### config.mk
export PLATFORM = sky130hd
export DESIGN_NAME = fcd_top
export DESIGN_NICKNAME = d
export VERILOG_FILES = /design/src/pkg/fcd_pkg.sv /design/src/pkg/fcd_if.sv /design/src/hw/fcd_scaler.sv /design/src/hw/fcd_top.sv
export SDC_FILE = /design/constraint.sdc
export NUM_CORES = 2
export LEC_CHECK = 0
export BUFFER_PORTS_ARGS = -buffer_cell sky130_fd_sc_hd__buf_2
export CAP_MARGIN = 40
export CELL_PAD_IN_SITES_DETAIL_PLACEMENT = 0
export CELL_PAD_IN_SITES_GLOBAL_PLACEMENT = 1
export CORE_MARGIN = 3
export CORE_UTILIZATION = 45
export CTS_CLUSTER_SIZE = 20
export DETAILED_ROUTE_END_ITERATION = 7
export PLACE_DENSITY_LB_ADDON = 0.2
export SYNTH_ARGS = -nofsm -noshare
export SYNTH_HDL_FRONTEND = slang
export SYNTH_HIERARCHICAL = 1
export SYNTH_SLANG_ARGS = --single-unit
export TNS_END_PERCENT = 20
### constraint.sdc
create_clock -name i_core_clk -period 11.2 [get_ports i_core_clk]
set_input_delay 0.56 -clock i_core_clk [delete_from_list [all_inputs] [get_ports i_core_clk]]
set_output_delay 0.56 -clock i_core_clk [all_outputs]
set_load 0.1 [all_outputs]
### src/pkg/fcd_pkg.sv
`default_nettype none
package fcd_pkg;
  localparam int DATA_W = 32;
  localparam int OCT_W = 8;
  localparam int IN_OCTETS = 8;
  localparam int OUT_OCTETS = 4;
  localparam int PRESET_FLAG_BIT = 31;
  localparam int PARAM_OFS_FIRST = 32;
  localparam int PARAM_OFS_LAST = 35;
  localparam int DIAG_OFS_FIRST = 30;
  localparam int DIAG_OFS_LAST = 33;
  localparam logic [31:0] OFFSET_RST = 32'h0000_0000;
  localparam logic [3:0] IN_LEN_SHORT = 4'h4;
  localparam logic [3:0] IN_LEN_LONG = 4'h8;
  localparam int SCALE_FRAC = 16;
  localparam logic signed [31:0] SCALE_RST = 32'h0001_0000;
endpackage : fcd_pkg
`default_nettype wire

### src/pkg/fcd_if.sv
`timescale 1ns/1ps
`default_nettype none
interface fcd_if;
  logic signed [31:0] raw;
  logic signed [31:0] scale;
  logic signed [31:0] scaled;
  modport core (input raw, input scale, output scaled);
  modport user (output raw, output scale, input scaled);
endinterface : fcd_if
`default_nettype wire

### src/hw/fcd_scaler.sv
`timescale 1ns/1ps
`default_nettype none
module fcd_scaler (
  fcd_if.core bus
);
  logic signed [63:0] prod;
  assign prod = bus.raw * bus.scale;
  // fixed point scale; negative factor flips sign
  assign bus.scaled = prod[fcd_pkg::SCALE_FRAC +: 32];
endmodule : fcd_scaler
`default_nettype wire

### src/hw/fcd_top.sv
`timescale 1ns/1ps
`default_nettype none
module fcd_top (
  input  wire logic        i_core_clk,
  input  wire logic        i_srst,
  input  wire logic [31:0] i_raw_distance,
  input  wire logic [31:0] i_raw_speed,
  input  wire logic [31:0] i_scale_factor,
  input  wire logic        i_continuous_speed_mode,
  input  wire logic        i_meas_valid,
  input  wire logic        i_out_oct_valid,
  input  wire logic [1:0]  i_out_oct_idx,
  input  wire logic [7:0]  i_out_oct_data,
  input  wire logic        i_out_frame_end,
  input  wire logic        i_par_oct_valid,
  input  wire logic [5:0]  i_par_oct_idx,
  input  wire logic [7:0]  i_par_oct_data,
  input  wire logic        i_par_frame_end,
  input  wire logic [2:0]  i_in_oct_idx,
  input  wire logic [5:0]  i_diag_oct_idx,
  output logic [7:0]       o_in_oct_data,
  output logic [3:0]       o_in_len,
  output logic [7:0]       o_diag_oct_data,
  output logic [31:0]      o_exchanged_output_value,
  output logic [31:0]      o_offset
);
  fcd_if sc_if ();
  fcd_scaler u_scaler (.bus(sc_if));

  logic signed [31:0] offset_reg, offset_next;
  logic signed [31:0] dist_reg, speed_reg;
  logic [31:0]        preset_reg, par_reg;
  logic [7:0]         in_oct_reg, diag_oct_reg;
  logic [3:0]         in_len_reg;
  logic signed [31:0] dist_calc;
  logic signed [31:0] preset_ofs;
  logic               preset_apply;
  logic               par_apply;

  // big-endian octet pick: index 0 is the msb octet
  function automatic logic [7:0] be_octet(input logic [31:0] w, input logic [1:0] k);
    be_octet = w[(3 - k) * 8 +: 8];
  endfunction : be_octet

  assign sc_if.raw   = i_raw_distance;
  assign sc_if.scale = i_scale_factor;
  assign dist_calc   = sc_if.scaled + offset_reg;
  assign preset_apply = i_out_frame_end && preset_reg[fcd_pkg::PRESET_FLAG_BIT];
  // flag bit excluded; the preset value is the 31-bit signed remainder
  assign preset_ofs  = {preset_reg[30], preset_reg[30:0]} - sc_if.scaled;
  assign par_apply   = i_par_frame_end;

  always_comb begin
    offset_next = offset_reg;
    if (preset_apply) begin
      offset_next = preset_ofs;
    end else if (par_apply) begin
      offset_next = par_reg;
    end
  end

  // collect master preset octets, msb first
  always_ff @(posedge i_core_clk) begin
    if (i_srst) begin
      preset_reg <= fcd_pkg::OFFSET_RST;
    end else if (i_out_oct_valid) begin
      preset_reg[(3 - i_out_oct_idx) * 8 +: 8] <= i_out_oct_data;
    end
  end

  logic [1:0] par_k;
  assign par_k = 2'(i_par_oct_idx - 6'(fcd_pkg::PARAM_OFS_FIRST));

  always_ff @(posedge i_core_clk) begin
    if (i_srst) begin
      par_reg <= fcd_pkg::OFFSET_RST;
    end else if (i_par_oct_valid && i_par_oct_idx >= 6'(fcd_pkg::PARAM_OFS_FIRST)
                 && i_par_oct_idx <= 6'(fcd_pkg::PARAM_OFS_LAST)) begin
      par_reg[(3 - par_k) * 8 +: 8] <= i_par_oct_data;
    end
  end

  // volatile offset, cleared on reset only
  always_ff @(posedge i_core_clk) begin
    if (i_srst) begin
      offset_reg <= fcd_pkg::OFFSET_RST;
    end else begin
      offset_reg <= offset_next;
    end
  end

  always_ff @(posedge i_core_clk) begin
    if (i_srst) begin
      dist_reg  <= fcd_pkg::OFFSET_RST;
      speed_reg <= fcd_pkg::OFFSET_RST;
    end else if (i_meas_valid) begin
      dist_reg  <= dist_calc;
      speed_reg <= i_raw_speed;
    end
  end

  logic [7:0] in_sel;
  logic [1:0] in_k;
  assign in_k = i_in_oct_idx[1:0];
  assign in_sel = !i_in_oct_idx[2] ? be_octet(dist_reg, in_k) :
                  i_continuous_speed_mode ? be_octet(speed_reg, in_k) : 8'h00;

  logic [7:0] diag_sel;
  logic [1:0] diag_k;
  logic       diag_hit;
  assign diag_k = 2'(i_diag_oct_idx - 6'(fcd_pkg::DIAG_OFS_FIRST));
  assign diag_hit = i_diag_oct_idx >= 6'(fcd_pkg::DIAG_OFS_FIRST)
                    && i_diag_oct_idx <= 6'(fcd_pkg::DIAG_OFS_LAST);
  assign diag_sel = diag_hit ? be_octet(offset_reg, diag_k) : 8'h00;

  always_ff @(posedge i_core_clk) begin
    if (i_srst) begin
      in_oct_reg   <= 8'h00;
      diag_oct_reg <= 8'h00;
      in_len_reg   <= fcd_pkg::IN_LEN_SHORT;
    end else begin
      in_oct_reg   <= in_sel;
      diag_oct_reg <= diag_sel;
      in_len_reg   <= i_continuous_speed_mode ? fcd_pkg::IN_LEN_LONG : fcd_pkg::IN_LEN_SHORT;
    end
  end

  assign o_in_oct_data            = in_oct_reg;
  assign o_in_len                 = in_len_reg;
  assign o_diag_oct_data          = diag_oct_reg;
  assign o_exchanged_output_value = dist_reg;
  assign o_offset                 = offset_reg;

  chk_offset_reset: assert property (@(posedge i_core_clk) i_srst |=> offset_reg == 32'h0000_0000)
    else $error("offset not zero after reset");
  chk_preset_apply: assert property (@(posedge i_core_clk) disable iff (i_srst)
    preset_apply |=> offset_reg == $past(preset_ofs))
    else $error("preset not applied");
  chk_offset_hold: assert property (@(posedge i_core_clk) disable iff (i_srst)
    !i_out_frame_end && !i_par_frame_end |=> $stable(offset_reg))
    else $error("offset changed without cause");
  chk_param_write: assert property (@(posedge i_core_clk) disable iff (i_srst)
    par_apply && !preset_apply |=> offset_reg == $past(par_reg))
    else $error("parameter offset not taken");
  chk_sum_out: assert property (@(posedge i_core_clk) disable iff (i_srst)
    i_meas_valid |=> dist_reg == $past(sc_if.scaled) + $past(offset_reg))
    else $error("output not raw plus offset");
  chk_len_mode: assert property (@(posedge i_core_clk) disable iff (i_srst)
    i_continuous_speed_mode ##1 i_continuous_speed_mode |-> o_in_len == 4'h8)
    else $error("input length wrong");
  chk_msb_first: assert property (@(posedge i_core_clk) disable iff (i_srst)
    i_in_oct_idx == 3'h0 |=> o_in_oct_data == $past(dist_reg[31:24]))
    else $error("octet order wrong");
  chk_diag_offset: assert property (@(posedge i_core_clk) disable iff (i_srst)
    i_diag_oct_idx == 6'h21 |=> o_diag_oct_data == $past(offset_reg[7:0]))
    else $error("diag offset octet wrong");
  chk_preset_flag: assert property (@(posedge i_core_clk) disable iff (i_srst)
    i_out_frame_end && !preset_reg[31] && !i_par_frame_end |=> $stable(offset_reg))
    else $error("normal mode changed offset");
  chk_reset_len: assert property (@(posedge i_core_clk) i_srst |=> o_in_len == 4'h4)
    else $error("input length not short after reset");
  chk_reset_value: assert property (@(posedge i_core_clk) i_srst |=> o_exchanged_output_value == 32'h0000_0000)
    else $error("output value not zero after reset");
  chk_reset_diag: assert property (@(posedge i_core_clk) i_srst |=> o_diag_oct_data == 8'h00)
    else $error("diag octet not zero after reset");
  chk_reset_inoct: assert property (@(posedge i_core_clk) i_srst |=> o_in_oct_data == 8'h00)
    else $error("input octet not zero after reset");
  chk_len_short: assert property (@(posedge i_core_clk) disable iff (i_srst)
    !i_continuous_speed_mode |=> o_in_len == 4'h4)
    else $error("short input length wrong");
  chk_len_long: assert property (@(posedge i_core_clk) disable iff (i_srst)
    i_continuous_speed_mode |=> o_in_len == 4'h8)
    else $error("long input length wrong");
  chk_dist_oct1: assert property (@(posedge i_core_clk) disable iff (i_srst)
    i_in_oct_idx == 3'h1 |=> o_in_oct_data == $past(dist_reg[23:16]))
    else $error("distance octet 1 wrong");
  chk_dist_oct2: assert property (@(posedge i_core_clk) disable iff (i_srst)
    i_in_oct_idx == 3'h2 |=> o_in_oct_data == $past(dist_reg[15:8]))
    else $error("distance octet 2 wrong");
  chk_dist_oct3: assert property (@(posedge i_core_clk) disable iff (i_srst)
    i_in_oct_idx == 3'h3 |=> o_in_oct_data == $past(dist_reg[7:0]))
    else $error("distance octet 3 wrong");
  chk_speed_oct4: assert property (@(posedge i_core_clk) disable iff (i_srst)
    i_continuous_speed_mode && i_in_oct_idx == 3'h4 |=> o_in_oct_data == $past(speed_reg[31:24]))
    else $error("speed octet 4 wrong");
  chk_speed_oct5: assert property (@(posedge i_core_clk) disable iff (i_srst)
    i_continuous_speed_mode && i_in_oct_idx == 3'h5 |=> o_in_oct_data == $past(speed_reg[23:16]))
    else $error("speed octet 5 wrong");
  chk_speed_oct6: assert property (@(posedge i_core_clk) disable iff (i_srst)
    i_continuous_speed_mode && i_in_oct_idx == 3'h6 |=> o_in_oct_data == $past(speed_reg[15:8]))
    else $error("speed octet 6 wrong");
  chk_speed_oct7: assert property (@(posedge i_core_clk) disable iff (i_srst)
    i_continuous_speed_mode && i_in_oct_idx == 3'h7 |=> o_in_oct_data == $past(speed_reg[7:0]))
    else $error("speed octet 7 wrong");
  chk_speed_off: assert property (@(posedge i_core_clk) disable iff (i_srst)
    !i_continuous_speed_mode && i_in_oct_idx[2] |=> o_in_oct_data == 8'h00)
    else $error("speed octet sent in short mode");
  chk_diag_msb: assert property (@(posedge i_core_clk) disable iff (i_srst)
    i_diag_oct_idx == 6'h1e |=> o_diag_oct_data == $past(offset_reg[31:24]))
    else $error("diag offset msb wrong");
  chk_diag_oct31: assert property (@(posedge i_core_clk) disable iff (i_srst)
    i_diag_oct_idx == 6'h1f |=> o_diag_oct_data == $past(offset_reg[23:16]))
    else $error("diag offset octet 31 wrong");
  chk_diag_oct32: assert property (@(posedge i_core_clk) disable iff (i_srst)
    i_diag_oct_idx == 6'h20 |=> o_diag_oct_data == $past(offset_reg[15:8]))
    else $error("diag offset octet 32 wrong");
  chk_diag_outside: assert property (@(posedge i_core_clk) disable iff (i_srst)
    i_diag_oct_idx < 6'h1e || i_diag_oct_idx > 6'h21 |=> o_diag_oct_data == 8'h00)
    else $error("diag octet outside offset not zero");
  chk_value_hold: assert property (@(posedge i_core_clk) disable iff (i_srst)
    !i_meas_valid |=> $stable(o_exchanged_output_value))
    else $error("output value changed without measurement");
  chk_preset_wins: assert property (@(posedge i_core_clk) disable iff (i_srst)
    preset_apply && par_apply |=> offset_reg == $past(preset_ofs))
    else $error("parameter write beat preset");
  chk_speed_latch: assert property (@(posedge i_core_clk) disable iff (i_srst)
    i_meas_valid |=> speed_reg == $past(i_raw_speed))
    else $error("speed not latched");
  chk_speed_hold: assert property (@(posedge i_core_clk) disable iff (i_srst)
    !i_meas_valid |=> $stable(speed_reg))
    else $error("speed changed without measurement");
  chk_preset_oct0: assert property (@(posedge i_core_clk) disable iff (i_srst)
    i_out_oct_valid && i_out_oct_idx == 2'h0 |=> preset_reg[31:24] == $past(i_out_oct_data))
    else $error("preset octet 0 misplaced");
  chk_preset_oct1: assert property (@(posedge i_core_clk) disable iff (i_srst)
    i_out_oct_valid && i_out_oct_idx == 2'h1 |=> preset_reg[23:16] == $past(i_out_oct_data))
    else $error("preset octet 1 misplaced");
  chk_preset_oct2: assert property (@(posedge i_core_clk) disable iff (i_srst)
    i_out_oct_valid && i_out_oct_idx == 2'h2 |=> preset_reg[15:8] == $past(i_out_oct_data))
    else $error("preset octet 2 misplaced");
  chk_preset_oct3: assert property (@(posedge i_core_clk) disable iff (i_srst)
    i_out_oct_valid && i_out_oct_idx == 2'h3 |=> preset_reg[7:0] == $past(i_out_oct_data))
    else $error("preset octet 3 misplaced");
  chk_preset_idle: assert property (@(posedge i_core_clk) disable iff (i_srst)
    !i_out_oct_valid |=> $stable(preset_reg))
    else $error("preset word changed while idle");
  chk_par_oct32: assert property (@(posedge i_core_clk) disable iff (i_srst)
    i_par_oct_valid && i_par_oct_idx == 6'h20 |=> par_reg[31:24] == $past(i_par_oct_data))
    else $error("parameter octet 32 misplaced");
  chk_par_oct33: assert property (@(posedge i_core_clk) disable iff (i_srst)
    i_par_oct_valid && i_par_oct_idx == 6'h21 |=> par_reg[23:16] == $past(i_par_oct_data))
    else $error("parameter octet 33 misplaced");
  chk_par_oct34: assert property (@(posedge i_core_clk) disable iff (i_srst)
    i_par_oct_valid && i_par_oct_idx == 6'h22 |=> par_reg[15:8] == $past(i_par_oct_data))
    else $error("parameter octet 34 misplaced");
  chk_par_oct35: assert property (@(posedge i_core_clk) disable iff (i_srst)
    i_par_oct_valid && i_par_oct_idx == 6'h23 |=> par_reg[7:0] == $past(i_par_oct_data))
    else $error("parameter octet 35 misplaced");
  chk_par_ignore: assert property (@(posedge i_core_clk) disable iff (i_srst)
    i_par_oct_valid && (i_par_oct_idx < 6'h20 || i_par_oct_idx > 6'h23) |=> $stable(par_reg))
    else $error("foreign parameter octet taken");
  chk_par_idle: assert property (@(posedge i_core_clk) disable iff (i_srst)
    !i_par_oct_valid |=> $stable(par_reg))
    else $error("parameter word changed while idle");
  chk_scale_unity: assert property (@(posedge i_core_clk) disable iff (i_srst)
    i_scale_factor == 32'h0001_0000 |-> sc_if.scaled == i_raw_distance)
    else $error("unity scale changed value");
  chk_scale_negate: assert property (@(posedge i_core_clk) disable iff (i_srst)
    i_scale_factor == 32'hffff_0000 |-> sc_if.scaled == -i_raw_distance)
    else $error("negative scale did not invert sign");
endmodule : fcd_top
`default_nettype wire

==> flow_results.org <==
** Status
- The flow ran to the end, and the final reports show no timing, DRC or antenna violations.

** Yosys
- Synth unique cells :: 84
- Ranked by total cell area, the synthesized netlist is headed by sky130_fd_sc_hd__fa_1 (43%), sky130_fd_sc_hd__dfxtp_1 (9.1%), sky130_fd_sc_hd__inv_1 (8.2%).
- FFs w/ async S/R, synth :: 0%
- A synthesized cell averages 9.073 um2.
- In this run the cell area of the synthesized design comes to 39220 um2.
- Post-Syn Instances :: 4323
- The share of synthesized area in the top cell type comes to 42.87%.
- Synthesis inferred 178 register bits.
- The synthesized design spends more area on one cell type than any other, namely sky130_fd_sc_hd__fa_1.
- Number of enable flip-flop cells after synthesis :: 0
- Sequential cells were found to cover 9.085% of the synthesized design area.
- For this run, the number of Yosys warnings is 6.
- In the synthesized netlist the dominant register cell turns out to be sky130_fd_sc_hd__dfxtp_1.

** Clocking
- Post-CTS setup repair buffer count :: 0
- CTS H-Tree Depth :: 4
- Number of buffers on the longest clock path :: 2
- The clock reaches the later pin of the worst-skew pair after 0.46 ns.
- Counting every sink on the clock net gives 178.
- Clock transition at path regs :: 0.08 ns
- TritonCTS clock tree :: built
- # hold bufs at CTS :: 0
- In this run the clock root is driven by a sky130_fd_sc_hd__clkbuf_16.
- Number of gates resized after cts :: 0
- Inserted Clock Buffers :: 17

** Global routing
- Global router's overall resource usage :: 26.21%
- First-pass GRT wire length :: 182300 um
- The initial antenna violation count was 4.
- The via count of the first global-routing pass is 30193.
- Maximum number of pins on one net before global-route repair :: 82
- Final global-route overflow total :: 0

** STA
- Total count of max-transition violations in the final report :: 0
- Final worst path period share :: 86.67%
- In this run the tightest slew margin relative to its limit is 36.52%.
- For this run, the top clock speed supported by timing is 0.1030 GHz.
- For the finished layout, the period the worst path requires is 9.707 ns.
- At the pin with the least slew margin, the transition time is 0.9449 ns.
- On the final layout, the worst clock skew is 0.01822 ns.
- After routing, the total negative slack on setup checks comes to 0 ns.
- The count of endpoints failing hold in the final timing report came to 0.
- Setup repair after global routing missed its margin :: no
- Setup violations remaining at the end of the flow were counted as 0.

** Setup path
- CP max stage cell :: sky130_fd_sc_hd__buf_2
- The worst setup path is captured at a flip-flop.
- Worst-path maximum fanout :: 32
- Cell family with the largest share of critical-path delay :: adder cells
- The worst setup path is launched from an input pin.
- Kind of critical path :: in2reg
- Longest individual stage delay on the worst path :: 0.57 ns
- The most numerous cell type found on the critical path is sky130_fd_sc_hd__fa_1.
- The number of buffers and inverters on the critical path is 8.
- At the worst endpoint, the required time is 11.57 ns.
- At the worst endpoint, the arrival time is 10.08 ns.

** Routing
- The detailed router finished its first iteration with 1929 violations.
- The first detailed-routing pass took 6 iterations.
- Once detail routing completed, the nets flagged for antenna violations numbered 0.
- Wirelength per Cell :: 21.09 um
- Total via count in the routed design :: 29062
- Number of DRC violations after detailed routing :: 0
- Summed over all layers, the routed wires come to 116200 um.
- Via/cell ratio :: 5.275

** Cells and area
- Area growth, synth to finish :: 6.265%
- Share of cells above drive strength 1 :: 7.539%
- Net count reported at finish :: 5563

** Min path
- Tightest Hold Check Type :: in2reg

** Die
- For this configuration, the core starts out at a cell density of 45.71%.
- Die extent in y :: 301.2 um
- Core ar. :: 85820 um2
- DIE WIDTH :: 301.2 um
- Number of standard-cell rows in the floorplan :: 107
- Die area :: 90740 um2
- 221 I/O pins were placed.

** Placed design
- At the end of routability-driven placement, the weighted congestion stood at 0.8811.
- PortBufs :: 218
- HPWL after detailed placement :: 94330 um

** Job
- Max-cap check violation count :: 0
-- per-stage QoR --
step           util (%)  cell area (um2)  hold slack, ns  instances  setup WS (ns)
2_1_floorplan         -            39230          0.4284       4324          2.290
3_3_place_gp      47.75            40980          0.4409       5471          1.124
3_5_place_dp      47.86            41070          0.4451       5476          1.014
4_1_cts           48.57            41680          0.3113       5508          1.462
5_1_grt           48.57            41680          0.3396       5509         0.8675
6_report          48.57            41680          0.3377       5509          1.493
-- kinds of logic (layout without fill, tap and decap cells) --
group           count (synthesis)  count (layout)  synth area share, %
buf+inv                      1082            1122                10.39
other cells                     1               3             0.009561
xor+xnor                      115             115                2.568
fa+ha+maj                    1075            1075                50.37
mux                            91              91                3.113
compound gates                420             420                7.184
flops                         178             178                9.085
simple gates                 1361            1361                17.28
-- layer usage --
layer	vias to the layer above	share of wire [%]	global-route usage (%)
li1	13183	-	-
met4	2	1.5	3.953
met1	15099	45	37.57
met2	684	49	43.35
met3	94	5.1	3.484
met5	-	0.0095	0
-- tightest hold or removal path: stages --
cell and delay, ns:
sky130_fd_sc_hd__buf_2 0.07, sky130_fd_sc_hd__mux2i_1 0.05, sky130_fd_sc_hd__nor2_1 0.07
-- synthesized netlist by cell type (7+ instances only) --
cell type                    n
sky130_fd_sc_hd__fa_1      840
sky130_fd_sc_hd__ha_1      235
sky130_fd_sc_hd__xor2_1     32
sky130_fd_sc_hd__mux4_2     24
sky130_fd_sc_hd__xnor2_1    83
sky130_fd_sc_hd__nand3b_1    9
sky130_fd_sc_hd__nand3_1    58
sky130_fd_sc_hd__or3_1       7
sky130_fd_sc_hd__nor2b_1    26
sky130_fd_sc_hd__nor3_1     30
sky130_fd_sc_hd__and3_1     19
sky130_fd_sc_hd__a21oi_1   128
sky130_fd_sc_hd__nand2_1   533
sky130_fd_sc_hd__o21a_1     13
sky130_fd_sc_hd__nand2b_1   23
sky130_fd_sc_hd__a21o_1     47
sky130_fd_sc_hd__nor2_1    141
sky130_fd_sc_hd__and2_1    476
sky130_fd_sc_hd__mux2i_1    59
sky130_fd_sc_hd__clkbuf_1  209
sky130_fd_sc_hd__o21ai_0    50
sky130_fd_sc_hd__o21bai_1   10
sky130_fd_sc_hd__a211oi_1   39
sky130_fd_sc_hd__a31oi_1    17
sky130_fd_sc_hd__inv_1     852
sky130_fd_sc_hd__buf_1      12
sky130_fd_sc_hd__a22oi_1    41
sky130_fd_sc_hd__nand4_1    14
sky130_fd_sc_hd__o21ai_1    10
sky130_fd_sc_hd__dfxtp_1   178
-- cells in the final DEF (no fill, tap or decap), drive strengths merged, types with 6 or more instances in the layout --
master,count
xor2,32
o211ai,6
nor4,6
a21o,47
mux4,24
fa,840
nor2b,26
nor3,30
buf,236
nand3b,9
mux2i,59
and2,477
dfxtp,178
o21a,14
and3,20
mux2,8
clkinv,7
a21oi,134
ha,235
nand2b,23
clkbuf,17
a211o,6
a31oi,17
nand2,533
a211oi,42
xnor2,83
or3,7
nand3,58
a22oi,41
nand4,14
o21bai,10
o31ai,8
nor2,141
inv,861
o21ai,62
-- area by class of cell --
cell class	instances	area, um2
well taps	1144	1431
multi-input cells	3064	31590
clock inverters	15	185.2
flip-flops and latches	178	3563
repair buffers	236	1279
diodes	1	2.502
inverters	854	3206
fillers	8346	44130
clock buffers	17	425.4
-- worst paths after layout --
path                                        start                      endpoint  slack [ns]  cells after the start
worst max-delay path            i_scale_factor[8]                  o_offset[31]        1.49                     34
worst min-delay path              i_raw_speed[10]                 speed_reg[10]        0.34                      3
worst max register to register        o_offset[0]  o_exchanged_output_value[30]        8.18                     10
worst min register to register        par_reg[20]                   par_reg[20]        0.46                      2
Power is left out: the tool's default activity adds up to more than one toggle a clock period on the data nets, which glitch-free logic cannot reach.
